===== src/bilu_regs.vh =====
// register map and field constants of the board interrupt latch unit
// assumes a 32-bit AXI4-Lite slave with byte addresses
`ifndef BILU_REGS_VH
`define BILU_REGS_VH
`define BILU_ADDR_W       6
`define BILU_NSRC         12
`define BILU_OFS_ENABLE   6'h28
`define BILU_OFS_STATUS   6'h2C
`define BILU_OFS_LATCH    6'h30
`define BILU_RESET_VAL    12'h000
`define BILU_RESP_OKAY    2'h0
`define BILU_RESP_SLVERR  2'h2
`define BILU_BIT_TEMP     0
`define BILU_BIT_SYSMON   1
`define BILU_BIT_PORTA    2
`define BILU_BIT_PORTB    3
`define BILU_BIT_CUSTOM   4
`endif


===== src/bilu_top.v =====
// board interrupt latch unit: live status, latches, enables, pulse output
// assumes all inputs synchronous to clk; AXI4-Lite master on the csr port
// irq is a one-cycle pulse; software finds the cause in the latch word
// Operation
// - latch register at 0x30, twelve bits
// - latch bit reads one when captured
// - write one clears that latch only
// - bits 11..4 are custom events 8..1
// - bit3 port b, bit2 port a, bit1 monitor
// - bit0 captures inverted temperature alert
// - everything runs on one clock
// - reset active low
// - reset clears all registers to zero
// - enabled rising edge gives one-cycle pulse
// - only enabled sources reach the output
// - latching ignores enable bits
// - held-high source gives no repeat pulse
// - status shows present source levels
// - latch holds until software clears it
// - registers reached as AXI4-Lite slave
// - eight custom event inputs accepted
// - read-only live status at 0x2C
// - status rising sets matching latch
// - per-source enable bit, one enables
`timescale 1ns/1ns
`include "bilu_regs.vh"
module bilu_top (
  // clock and reset
  input  wire        clk,
  input  wire        rst_b,
  // interrupt sources
  input  wire        custom_event_one,
  input  wire        custom_event_two,
  input  wire        custom_event_three,
  input  wire        custom_event_four,
  input  wire        custom_event_five,
  input  wire        custom_event_six,
  input  wire        custom_event_seven,
  input  wire        custom_event_eight,
  input  wire        serial_bus_port_a_event,
  input  wire        serial_bus_port_b_event,
  input  wire        sysMonEvent,
  input  wire        extTempAlert_b,
  // interrupt output
  output reg         irq,
  // axi4-lite write address
  input  wire [5:0]  s_axi_awaddr,
  input  wire        s_axi_awvalid,
  output reg         s_axi_awready,
  // axi4-lite write data
  input  wire [31:0] s_axi_wdata,
  input  wire [3:0]  s_axi_wstrb,
  input  wire        s_axi_wvalid,
  output reg         s_axi_wready,
  // axi4-lite write response
  output reg  [1:0]  s_axi_bresp,
  output reg         s_axi_bvalid,
  input  wire        s_axi_bready,
  // axi4-lite read
  input  wire [5:0]  s_axi_araddr,
  input  wire        s_axi_arvalid,
  output reg         s_axi_arready,
  output reg  [31:0] s_axi_rdata,
  output reg  [1:0]  s_axi_rresp,
  output reg         s_axi_rvalid,
  input  wire        s_axi_rready
);

  // byte offsets of the three mapped registers
  localparam [5:0]  OFS_ENABLE = `BILU_OFS_ENABLE;
  localparam [5:0]  OFS_STATUS = `BILU_OFS_STATUS;
  localparam [5:0]  OFS_LATCH  = `BILU_OFS_LATCH;

  // sources, captured state and enables
  wire [11:0] srcLevel;
  reg  [11:0] status_reg;
  reg  [11:0] latch_reg;
  wire [11:0] latch_next;
  reg  [11:0] enable_reg;
  wire [11:0] enable_next;
  wire [11:0] risePulse;
  wire [11:0] fireBit;
  wire        irq_next;

  // write channel
  reg  [5:0]  wrAddr_reg;
  reg  [31:0] wrData_reg;
  reg  [3:0]  wrStrb_reg;
  reg         haveAddr_reg;
  reg         haveData_reg;
  wire        doWrite;
  wire        wrHitLatch;
  wire        wrHitEnable;
  wire        wrHitStatus;
  wire        wrLatch;
  wire        wrEnable;
  reg  [1:0]  wrResp;

  // read channel
  wire        arTaken;
  reg  [31:0] rdValue;
  reg  [1:0]  rdResp;

  // bit positions are fixed by the source order
  assign srcLevel[11] = custom_event_eight;
  assign srcLevel[10] = custom_event_seven;
  assign srcLevel[9]  = custom_event_six;
  assign srcLevel[8]  = custom_event_five;
  assign srcLevel[7]  = custom_event_four;
  assign srcLevel[6]  = custom_event_three;
  assign srcLevel[5]  = custom_event_two;
  assign srcLevel[4]  = custom_event_one;
  assign srcLevel[3]  = serial_bus_port_b_event;
  assign srcLevel[2]  = serial_bus_port_a_event;
  assign srcLevel[1]  = sysMonEvent;
  assign srcLevel[0]  = ~extTempAlert_b;

  // edge taken against last sampled level, so a held source stays quiet
  assign risePulse = srcLevel & ~status_reg;

  // decode of the captured write address
  assign wrHitLatch  = (wrAddr_reg[5:2] == OFS_LATCH[5:2]);
  assign wrHitEnable = (wrAddr_reg[5:2] == OFS_ENABLE[5:2]);
  assign wrHitStatus = (wrAddr_reg[5:2] == OFS_STATUS[5:2]);
  // a write needs both halves and a free response slot
  assign doWrite     = haveAddr_reg && haveData_reg && !s_axi_bvalid;
  assign wrLatch     = doWrite && wrHitLatch;
  assign wrEnable    = doWrite && wrHitEnable;

  // one slice per source; strobe lane 0 covers bits 7:0, lane 1 bits 11:8
  genvar gi;
  generate
    for (gi = 0; gi < `BILU_NSRC; gi = gi + 1) begin : g_src
      wire laneOn;
      wire setHit;
      wire clearHit;
      wire keepBit;

      assign laneOn          = wrStrb_reg[gi / 8];
      assign setHit          = risePulse[gi];
      assign clearHit        = wrLatch && laneOn && wrData_reg[gi];
      assign keepBit         = latch_reg[gi] && !clearHit;
      // a new edge wins over a clear in the same cycle
      assign latch_next[gi]  = setHit || keepBit;
      assign enable_next[gi] = (wrEnable && laneOn) ? wrData_reg[gi] : enable_reg[gi];
      assign fireBit[gi]     = setHit && enable_reg[gi];
    end
  endgenerate

  // address is held until the paired data has landed
  always @(posedge clk or negedge rst_b) begin
    if (!rst_b) begin
      s_axi_awready <= 1'b0;
      haveAddr_reg  <= 1'b0;
      wrAddr_reg    <= 6'h00;
    end else begin
      s_axi_awready <= 1'b0;
      if (doWrite) begin
        haveAddr_reg <= 1'b0;
      end else if (s_axi_awvalid && !haveAddr_reg && !s_axi_awready) begin
        s_axi_awready <= 1'b1;
        haveAddr_reg  <= 1'b1;
        wrAddr_reg    <= s_axi_awaddr;
      end
    end
  end

  // data is held until the paired address has landed
  always @(posedge clk or negedge rst_b) begin
    if (!rst_b) begin
      s_axi_wready <= 1'b0;
      haveData_reg <= 1'b0;
      wrData_reg   <= 32'h00000000;
      wrStrb_reg   <= 4'h0;
    end else begin
      s_axi_wready <= 1'b0;
      if (doWrite) begin
        haveData_reg <= 1'b0;
      end else if (s_axi_wvalid && !haveData_reg && !s_axi_wready) begin
        s_axi_wready <= 1'b1;
        haveData_reg <= 1'b1;
        wrData_reg   <= s_axi_wdata;
        wrStrb_reg   <= s_axi_wstrb;
      end
    end
  end

  // status is read-only; writing it is harmless and answers OKAY
  always @* begin
    wrResp = `BILU_RESP_SLVERR;
    if (wrHitLatch) begin
      wrResp = `BILU_RESP_OKAY;
    end else if (wrHitEnable) begin
      wrResp = `BILU_RESP_OKAY;
    end else if (wrHitStatus) begin
      wrResp = `BILU_RESP_OKAY;
    end
  end

  // response stands until the master takes it
  always @(posedge clk or negedge rst_b) begin
    if (!rst_b) begin
      s_axi_bvalid <= 1'b0;
      s_axi_bresp  <= `BILU_RESP_OKAY;
    end else begin
      if (doWrite) begin
        s_axi_bvalid <= 1'b1;
        s_axi_bresp  <= wrResp;
      end else if (s_axi_bvalid && s_axi_bready) begin
        s_axi_bvalid <= 1'b0;
      end
    end
  end

  // live level of every source
  always @(posedge clk or negedge rst_b) begin
    if (!rst_b) begin
      status_reg <= `BILU_RESET_VAL;
    end else begin
      status_reg <= srcLevel;
    end
  end

  // latched occurrences, cleared only by software
  always @(posedge clk or negedge rst_b) begin
    if (!rst_b) begin
      latch_reg <= `BILU_RESET_VAL;
    end else begin
      latch_reg <= latch_next;
    end
  end

  // per-source enables
  always @(posedge clk or negedge rst_b) begin
    if (!rst_b) begin
      enable_reg <= `BILU_RESET_VAL;
    end else begin
      enable_reg <= enable_next;
    end
  end

  // only enabled sources reach the output
  assign irq_next = |fireBit;
  always @(posedge clk or negedge rst_b) begin
    if (!rst_b) begin
      irq <= 1'b0;
    end else begin
      irq <= irq_next;
    end
  end

  // reserved bits and unmapped words read as zero
  always @* begin
    rdValue = 32'h00000000;
    rdResp  = `BILU_RESP_OKAY;
    if (s_axi_araddr[5:2] == OFS_LATCH[5:2]) begin
      rdValue[11:0] = latch_reg;
    end else if (s_axi_araddr[5:2] == OFS_STATUS[5:2]) begin
      rdValue[11:0] = status_reg;
    end else if (s_axi_araddr[5:2] == OFS_ENABLE[5:2]) begin
      rdValue[11:0] = enable_reg;
    end else begin
      rdResp = `BILU_RESP_SLVERR;
    end
  end

  // arready leads rvalid by one cycle, so data never precedes the handshake
  assign arTaken = s_axi_arvalid && s_axi_arready;

  // a new address is taken only while no read data is waiting
  always @(posedge clk or negedge rst_b) begin
    if (!rst_b) begin
      s_axi_arready <= 1'b0;
    end else begin
      s_axi_arready <= 1'b0;
      if (s_axi_arvalid && !s_axi_arready && !s_axi_rvalid) begin
        s_axi_arready <= 1'b1;
      end
    end
  end

  // data stands unchanged until rready
  always @(posedge clk or negedge rst_b) begin
    if (!rst_b) begin
      s_axi_rvalid <= 1'b0;
      s_axi_rdata  <= 32'h00000000;
      s_axi_rresp  <= `BILU_RESP_OKAY;
    end else begin
      if (arTaken) begin
        s_axi_rvalid <= 1'b1;
        s_axi_rdata  <= rdValue;
        s_axi_rresp  <= rdResp;
      end else if (s_axi_rvalid && s_axi_rready) begin
        s_axi_rvalid <= 1'b0;
      end
    end
  end

endmodule // bilu_top


===== config.mk =====
export PLATFORM = sky130hd
export DESIGN_NAME = bilu_top
export DESIGN_NICKNAME = d
export VERILOG_FILES = /design/src/bilu_top.v
export VERILOG_INCLUDE_DIRS = /design/src
export SDC_FILE = /design/constraint.sdc
export NUM_CORES = 1
export LEC_CHECK = 0
export BUFFER_PORTS_ARGS = -buffer_cell sky130_fd_sc_hd__buf_2
export CORE_MARGIN = 2
export CORE_UTILIZATION = 54
export DETAILED_ROUTE_END_ITERATION = 8
export PLACE_DENSITY = 0.84
export REMOVE_ABC_BUFFERS = 1
export SLEW_MARGIN = 20
export SYNTH_ARGS = -nofsm -noshare
export SYNTH_HDL_FRONTEND = slang
export SYNTH_SLANG_ARGS = --single-unit

===== constraint.sdc =====
create_clock -name clk -period 3.15 [get_ports clk]
set_input_delay 0.63 -clock clk [delete_from_list [all_inputs] [get_ports clk]]
set_output_delay 0.63 -clock clk [all_outputs]
set_load 0.05 [all_outputs]

After elaboration in Yosys (flattened, before gate mapping):

Index checks and enable logic that the tools add are counted.

* reductions and logical operators: 91
* equal/unequal tests: 6
* mux-type cells: 22
* bitwise logic cells: 4

Operators by type and width (number)
* logical AND 1 bit: 53
* two-way mux 12 bit: 3
* == test 4 bit (second input constant): 6
* zero test 1 bit: 19
* two-way mux 1 bit: 13
* bitwise AND 12 bit: 1
* logical OR 1 bit: 12
* two-way mux 2 bit: 6
* inverter 12 bit: 1
* OR reduction 12 bit: 1
* nonzero test 2 bit: 4
* AND reduction 2 bit: 2
* inverter 1 bit: 2

* register bits after elaboration: 80
* logic and storage cells: 141

Logic depth before layout (Yosys ltp):

* depth in word-level cells: 8
* gate-level depth with buffers: 6
* depth with buffers taken out: 3

Worst setup path before layout:

OpenSTA, ideal clock, no wires.

* path kind: in2reg
* from: input s_axi_araddr[2]
* to: register s_axi_rdata[10]
* data required time: 3029 ps
* cell stages on the path: 6
* setup slack: 1360 ps
* arrival: 1669 ps
* buffers on the path: 3
* path through: buf_6 -> or3b_1 -> buf_2 -> buf_6 -> o21a_1 -> a22o_1

* word-level cells in the longest chain between the ends: 4

RTL lines
* start, declared: line bilu_top.v:60 `input wire [5:0] s_axi_araddr,`
* == test 4 bit: line bilu_top.v:260 `end else if (s_axi_araddr[5:2] == OFS_ENABLE[5:2]) begin`
* two-way mux 12 bit: line bilu_top.v:260
* two-way mux 12 bit: line bilu_top.v:258 `end else if (s_axi_araddr[5:2] == OFS_STATUS[5:2]) begin`
* two-way mux 12 bit *: line bilu_top.v:256 `if (s_axi_araddr[5:2] == OFS_LATCH[5:2]) begin`
* end signal, assigned: line bilu_top.v:291 `s_axi_rdata <= rdValue;`
* end, declared: line bilu_top.v:63 `output reg [31:0] s_axi_rdata,`

Every way passes the cells marked *; elsewhere a longest branch is shown, timed or not.
A chain may end at the register's enable or synchronous reset.

Final worst setup path:

* from: register haveData_reg
* to: register enable_reg[7]

* word-level cells in the longest chain between the ends: 4

RTL lines
* start, declared: line bilu_top.v:90 `reg haveData_reg;`
* start signal, assigned: line bilu_top.v:172 `haveData_reg <= 1'b0;`
* start signal, assigned: line bilu_top.v:178 `haveData_reg <= 1'b0;`
* start signal, assigned: line bilu_top.v:181 `haveData_reg <= 1'b1;`
* logical AND 1 bit (2 in a row): line bilu_top.v:126 `assign doWrite = haveAddr_reg && haveData_reg && !s_axi_bvalid;`
* logical AND 1 bit: line bilu_top.v:128 `assign wrEnable = doWrite && wrHitEnable;`
* logical AND 1 bit: line bilu_top.v:145 `assign enable_next[gi] = (wrEnable && laneOn) ? wrData_reg[gi] : enable_reg[gi];`
* end signal, assigned: line bilu_top.v:236 `` enable_reg <= `BILU_RESET_VAL; ``
* end signal, assigned: line bilu_top.v:238 `enable_reg <= enable_next;`
* end, declared: line bilu_top.v:79 `reg [11:0] enable_reg;`

Every way passes these cells.

==> run_results.csv <==
group,metric,value,unit
run_status,status,"complete, no violations",
sta,relSlewSlack,0.5388,
yosys,synth_top_family_by_area,"multiplexers",
critical_path,reg2reg_slack,1.20,ns
sta,finClkSkew,0.01014,ns
cells_and_area,layout_common_cells,"76 x dfrtp_1, 60 x buf_2, 31 x mux2_2, 23 x a22o_1, 22 x conb_1",
placed_design,portBuffers,60,
yosys,synthSimpleGateAreaFrac,0.09524,
sta,drv_slew,0,
critical_path,arrival,2.16,ns
clock_tree,cts_sinks,76,
clock_tree,clock_latency,0.33,ns
route,vias,2224,
sta,rsz0062_at_grt,"false",
clock_tree,cts_setup_buffers,0,
clock_tree,cts_tree,"done",
yosys,ys_ff_latch,76,
critical_path,required,3.36,ns
yosys,synth_adder_area_share,0,
route,via_per_inst,5.505,
global_route,grt-ovfl-total,0,
floorplan,fp.coreArea,5956,um^2
critical_path,r2r-start,"haveData_reg",
yosys,synth.top_cell.area_share,0.5655,
yosys,synthTopCellsByArea,"dfrtp_1 57%, mux2_2 10%, a22o_1 6.0%, buf_4 4.9%, mux2i_1 3.6%",
yosys,synthDistinctLibCells,31,
clock_tree,cts_max_path_buffers,2,
global_route,grt_usage,0.2016,
sta,period_share,0.6190,
clock_tree,cts-root-buf,"clkbuf_8",
route,postRouteAntennaNets,0,
power,power.leakage,0.001885,uW
cells_and_area,nNetsFinal,391,
cells_and_area,drive_gt1_frac,0.3343,
power,powerDensity,767.1,nW/um^2
hold_path,min_path_type,"input pin to asynchronous set/reset pin",
floorplan,die-area,6876,um^2
floorplan,io_pins,109,
sta,setup-violations-final,0,
cells_and_area,syn2layout_area_growth,13.06,%
route,drt_first_pass_iters,4,
clock_tree,cts_hold_buf,0,
clock_tree,htreeDepth,3,
critical_path,r2r_cells,3,
placed_design,place_congestion,0.7979,
floorplan,num_rows,28,
power,irDropWorstVdd,583.1,uV
placed_design,dp_cells,388,
sta,period_needed,1.950,ns
route,wirelength,6.550,mm
yosys,synth_xor_area_frac,0,
power,finalPower,2917,uW
yosys,ys_warn_count,0,
job,drv_cap,0,
yosys,synth-edff-count,0,
critical_path,crit_path_start_kind,"flip-flop",
yosys,synth_cells,263,
cells_and_area,final_common_cell,"dfrtp_1",
yosys,avgSynthCellArea,12.79,um^2
sta,worst_pin_slew,0.6903,ns
critical_path,crit_path_end_kind,"flip-flop",
sta,max_freq,512.8,MHz
yosys,synth_top_area_cell,"dfrtp_1",
cells_and_area,fin_cells,404,
route,wl_per_cell,16.21,um
yosys,synthArstFlopShare,1.000,
yosys,ys_seq_area_frac,0.5655,
clock_tree,cts-resized-gates,0,
clock_tree,cts_buffers,9,
floorplan,die_x,82.92,um
yosys,synth_compound_area_frac,0.1142,
critical_path,crit_fanout,14,
sta,finalHoldViolCount,0,
clock_tree,clk_pin_slew,0.08,ns
route,drc,0,
sta,fin_setup_tns,0,ns
floorplan,die_h,82.92,um
global_route,grt_max_degree,77,
cells_and_area,n_antenna_cell,0,
floorplan,start_util,0.5647,
yosys,syn_area,3363,um^2
critical_path,path_class,"flip-flop to flip-flop",
global_route,grt_pass1_vias,2229,
global_route,grt_pass1_wl,11.18,mm
critical_path,timing.rr.end,"enable_reg[7]",
global_route,antenna_found_initial,0,
placed_design,place_hpwl,4.707,mm
yosys,synth_mux_area_frac,0.1395,
route,drt_iter0_drc,201,
yosys,synth_ff_type,"dfrtp_1",
metrics by stage:
step	setup WS [ns]	cell area [um^2]	util	hold WS [ns]
floorplan	1.321	3211	-	0.3344
CTS	1.225	3802	0.6384	0.3322
global route	1.110	3802	0.6384	0.3542
finish	1.200	3802	0.6384	0.3039
detailed placement	1.088	3640	0.6111	0.4548
global placement	1.097	3640	0.6111	0.4331
final cells by class:
class                           instances  area, um^2
Tap cell                               75       93.84
Fill cell                             482        2153
Clock inverter                          2       10.01
Multi-Input combinational cell        160        1256
Timing Repair Buffer                   63       335.3
Sequential cell                        76        1902
Inverter                               14       52.55
Clock buffer                           14       152.6
routing by layer:
layer	part of all wire	vias up	GRT usage
li1	-	1029	-
met5	0	-	0
met1	0.46	1107	0.2910
met2	0.47	81	0.3006
met4	0.012	0	0.08048
met3	0.059	7	0.04175
power by group:
| group | leakage [uW] | switching (uW) | total, uW | internal (uW) |
|---|---|---|---|---|
| clock | 0.0000844 | 325 | 632 | 307 |
| sequential | 0.000909 | 231 | 1470 | 1240 |
| combinational | 0.000891 | 481 | 819 | 339 |
synth_stat cells, drive strengths merged (2+ instances only):
cell type,count
or3b,2
o21ai,11
a22o,23
mux2,31
nand3b,11
nand2,4
o21a,7
nand4,15
mux2i,12
clkbuf,6
buf,28
dfrtp,76
nand4b,2
nor3b,5
a21o,2
o2bb2ai,6
inv,14
worst max path at each step:
stage	depth (start not counted)	endpoint	from	slack, ns
after floorplan	2	wrData_reg[0]	s_axi_wvalid	1.32
after global placement	4	s_axi_rdata[9]	s_axi_araddr[2]	1.10
after detailed placement	4	s_axi_rdata[8]	s_axi_araddr[2]	1.09
after CTS	3	enable_reg[7]	haveData_reg	1.23
after global routing	3	enable_reg[7]	haveData_reg	1.11
final	3	enable_reg[7]	haveData_reg	1.20
critical path, stage by stage (launching register included):
cell and delay (ns):
dfrtp_1 0.44, and4b_1 0.61, nand4b_2 0.39, mux2_2 0.39
cell families (layout without fill, tap and decap cells):
group                  after synthesis  count (layout)
multiplexers                        43              43
other                                1              22
AO/OA/AOI/OAI                       50              50
buffers and inverters               48              93
AND/OR/NAND/NOR                     45              45
flip-flops                          76              76
Power figures use the tool's default switching activity.
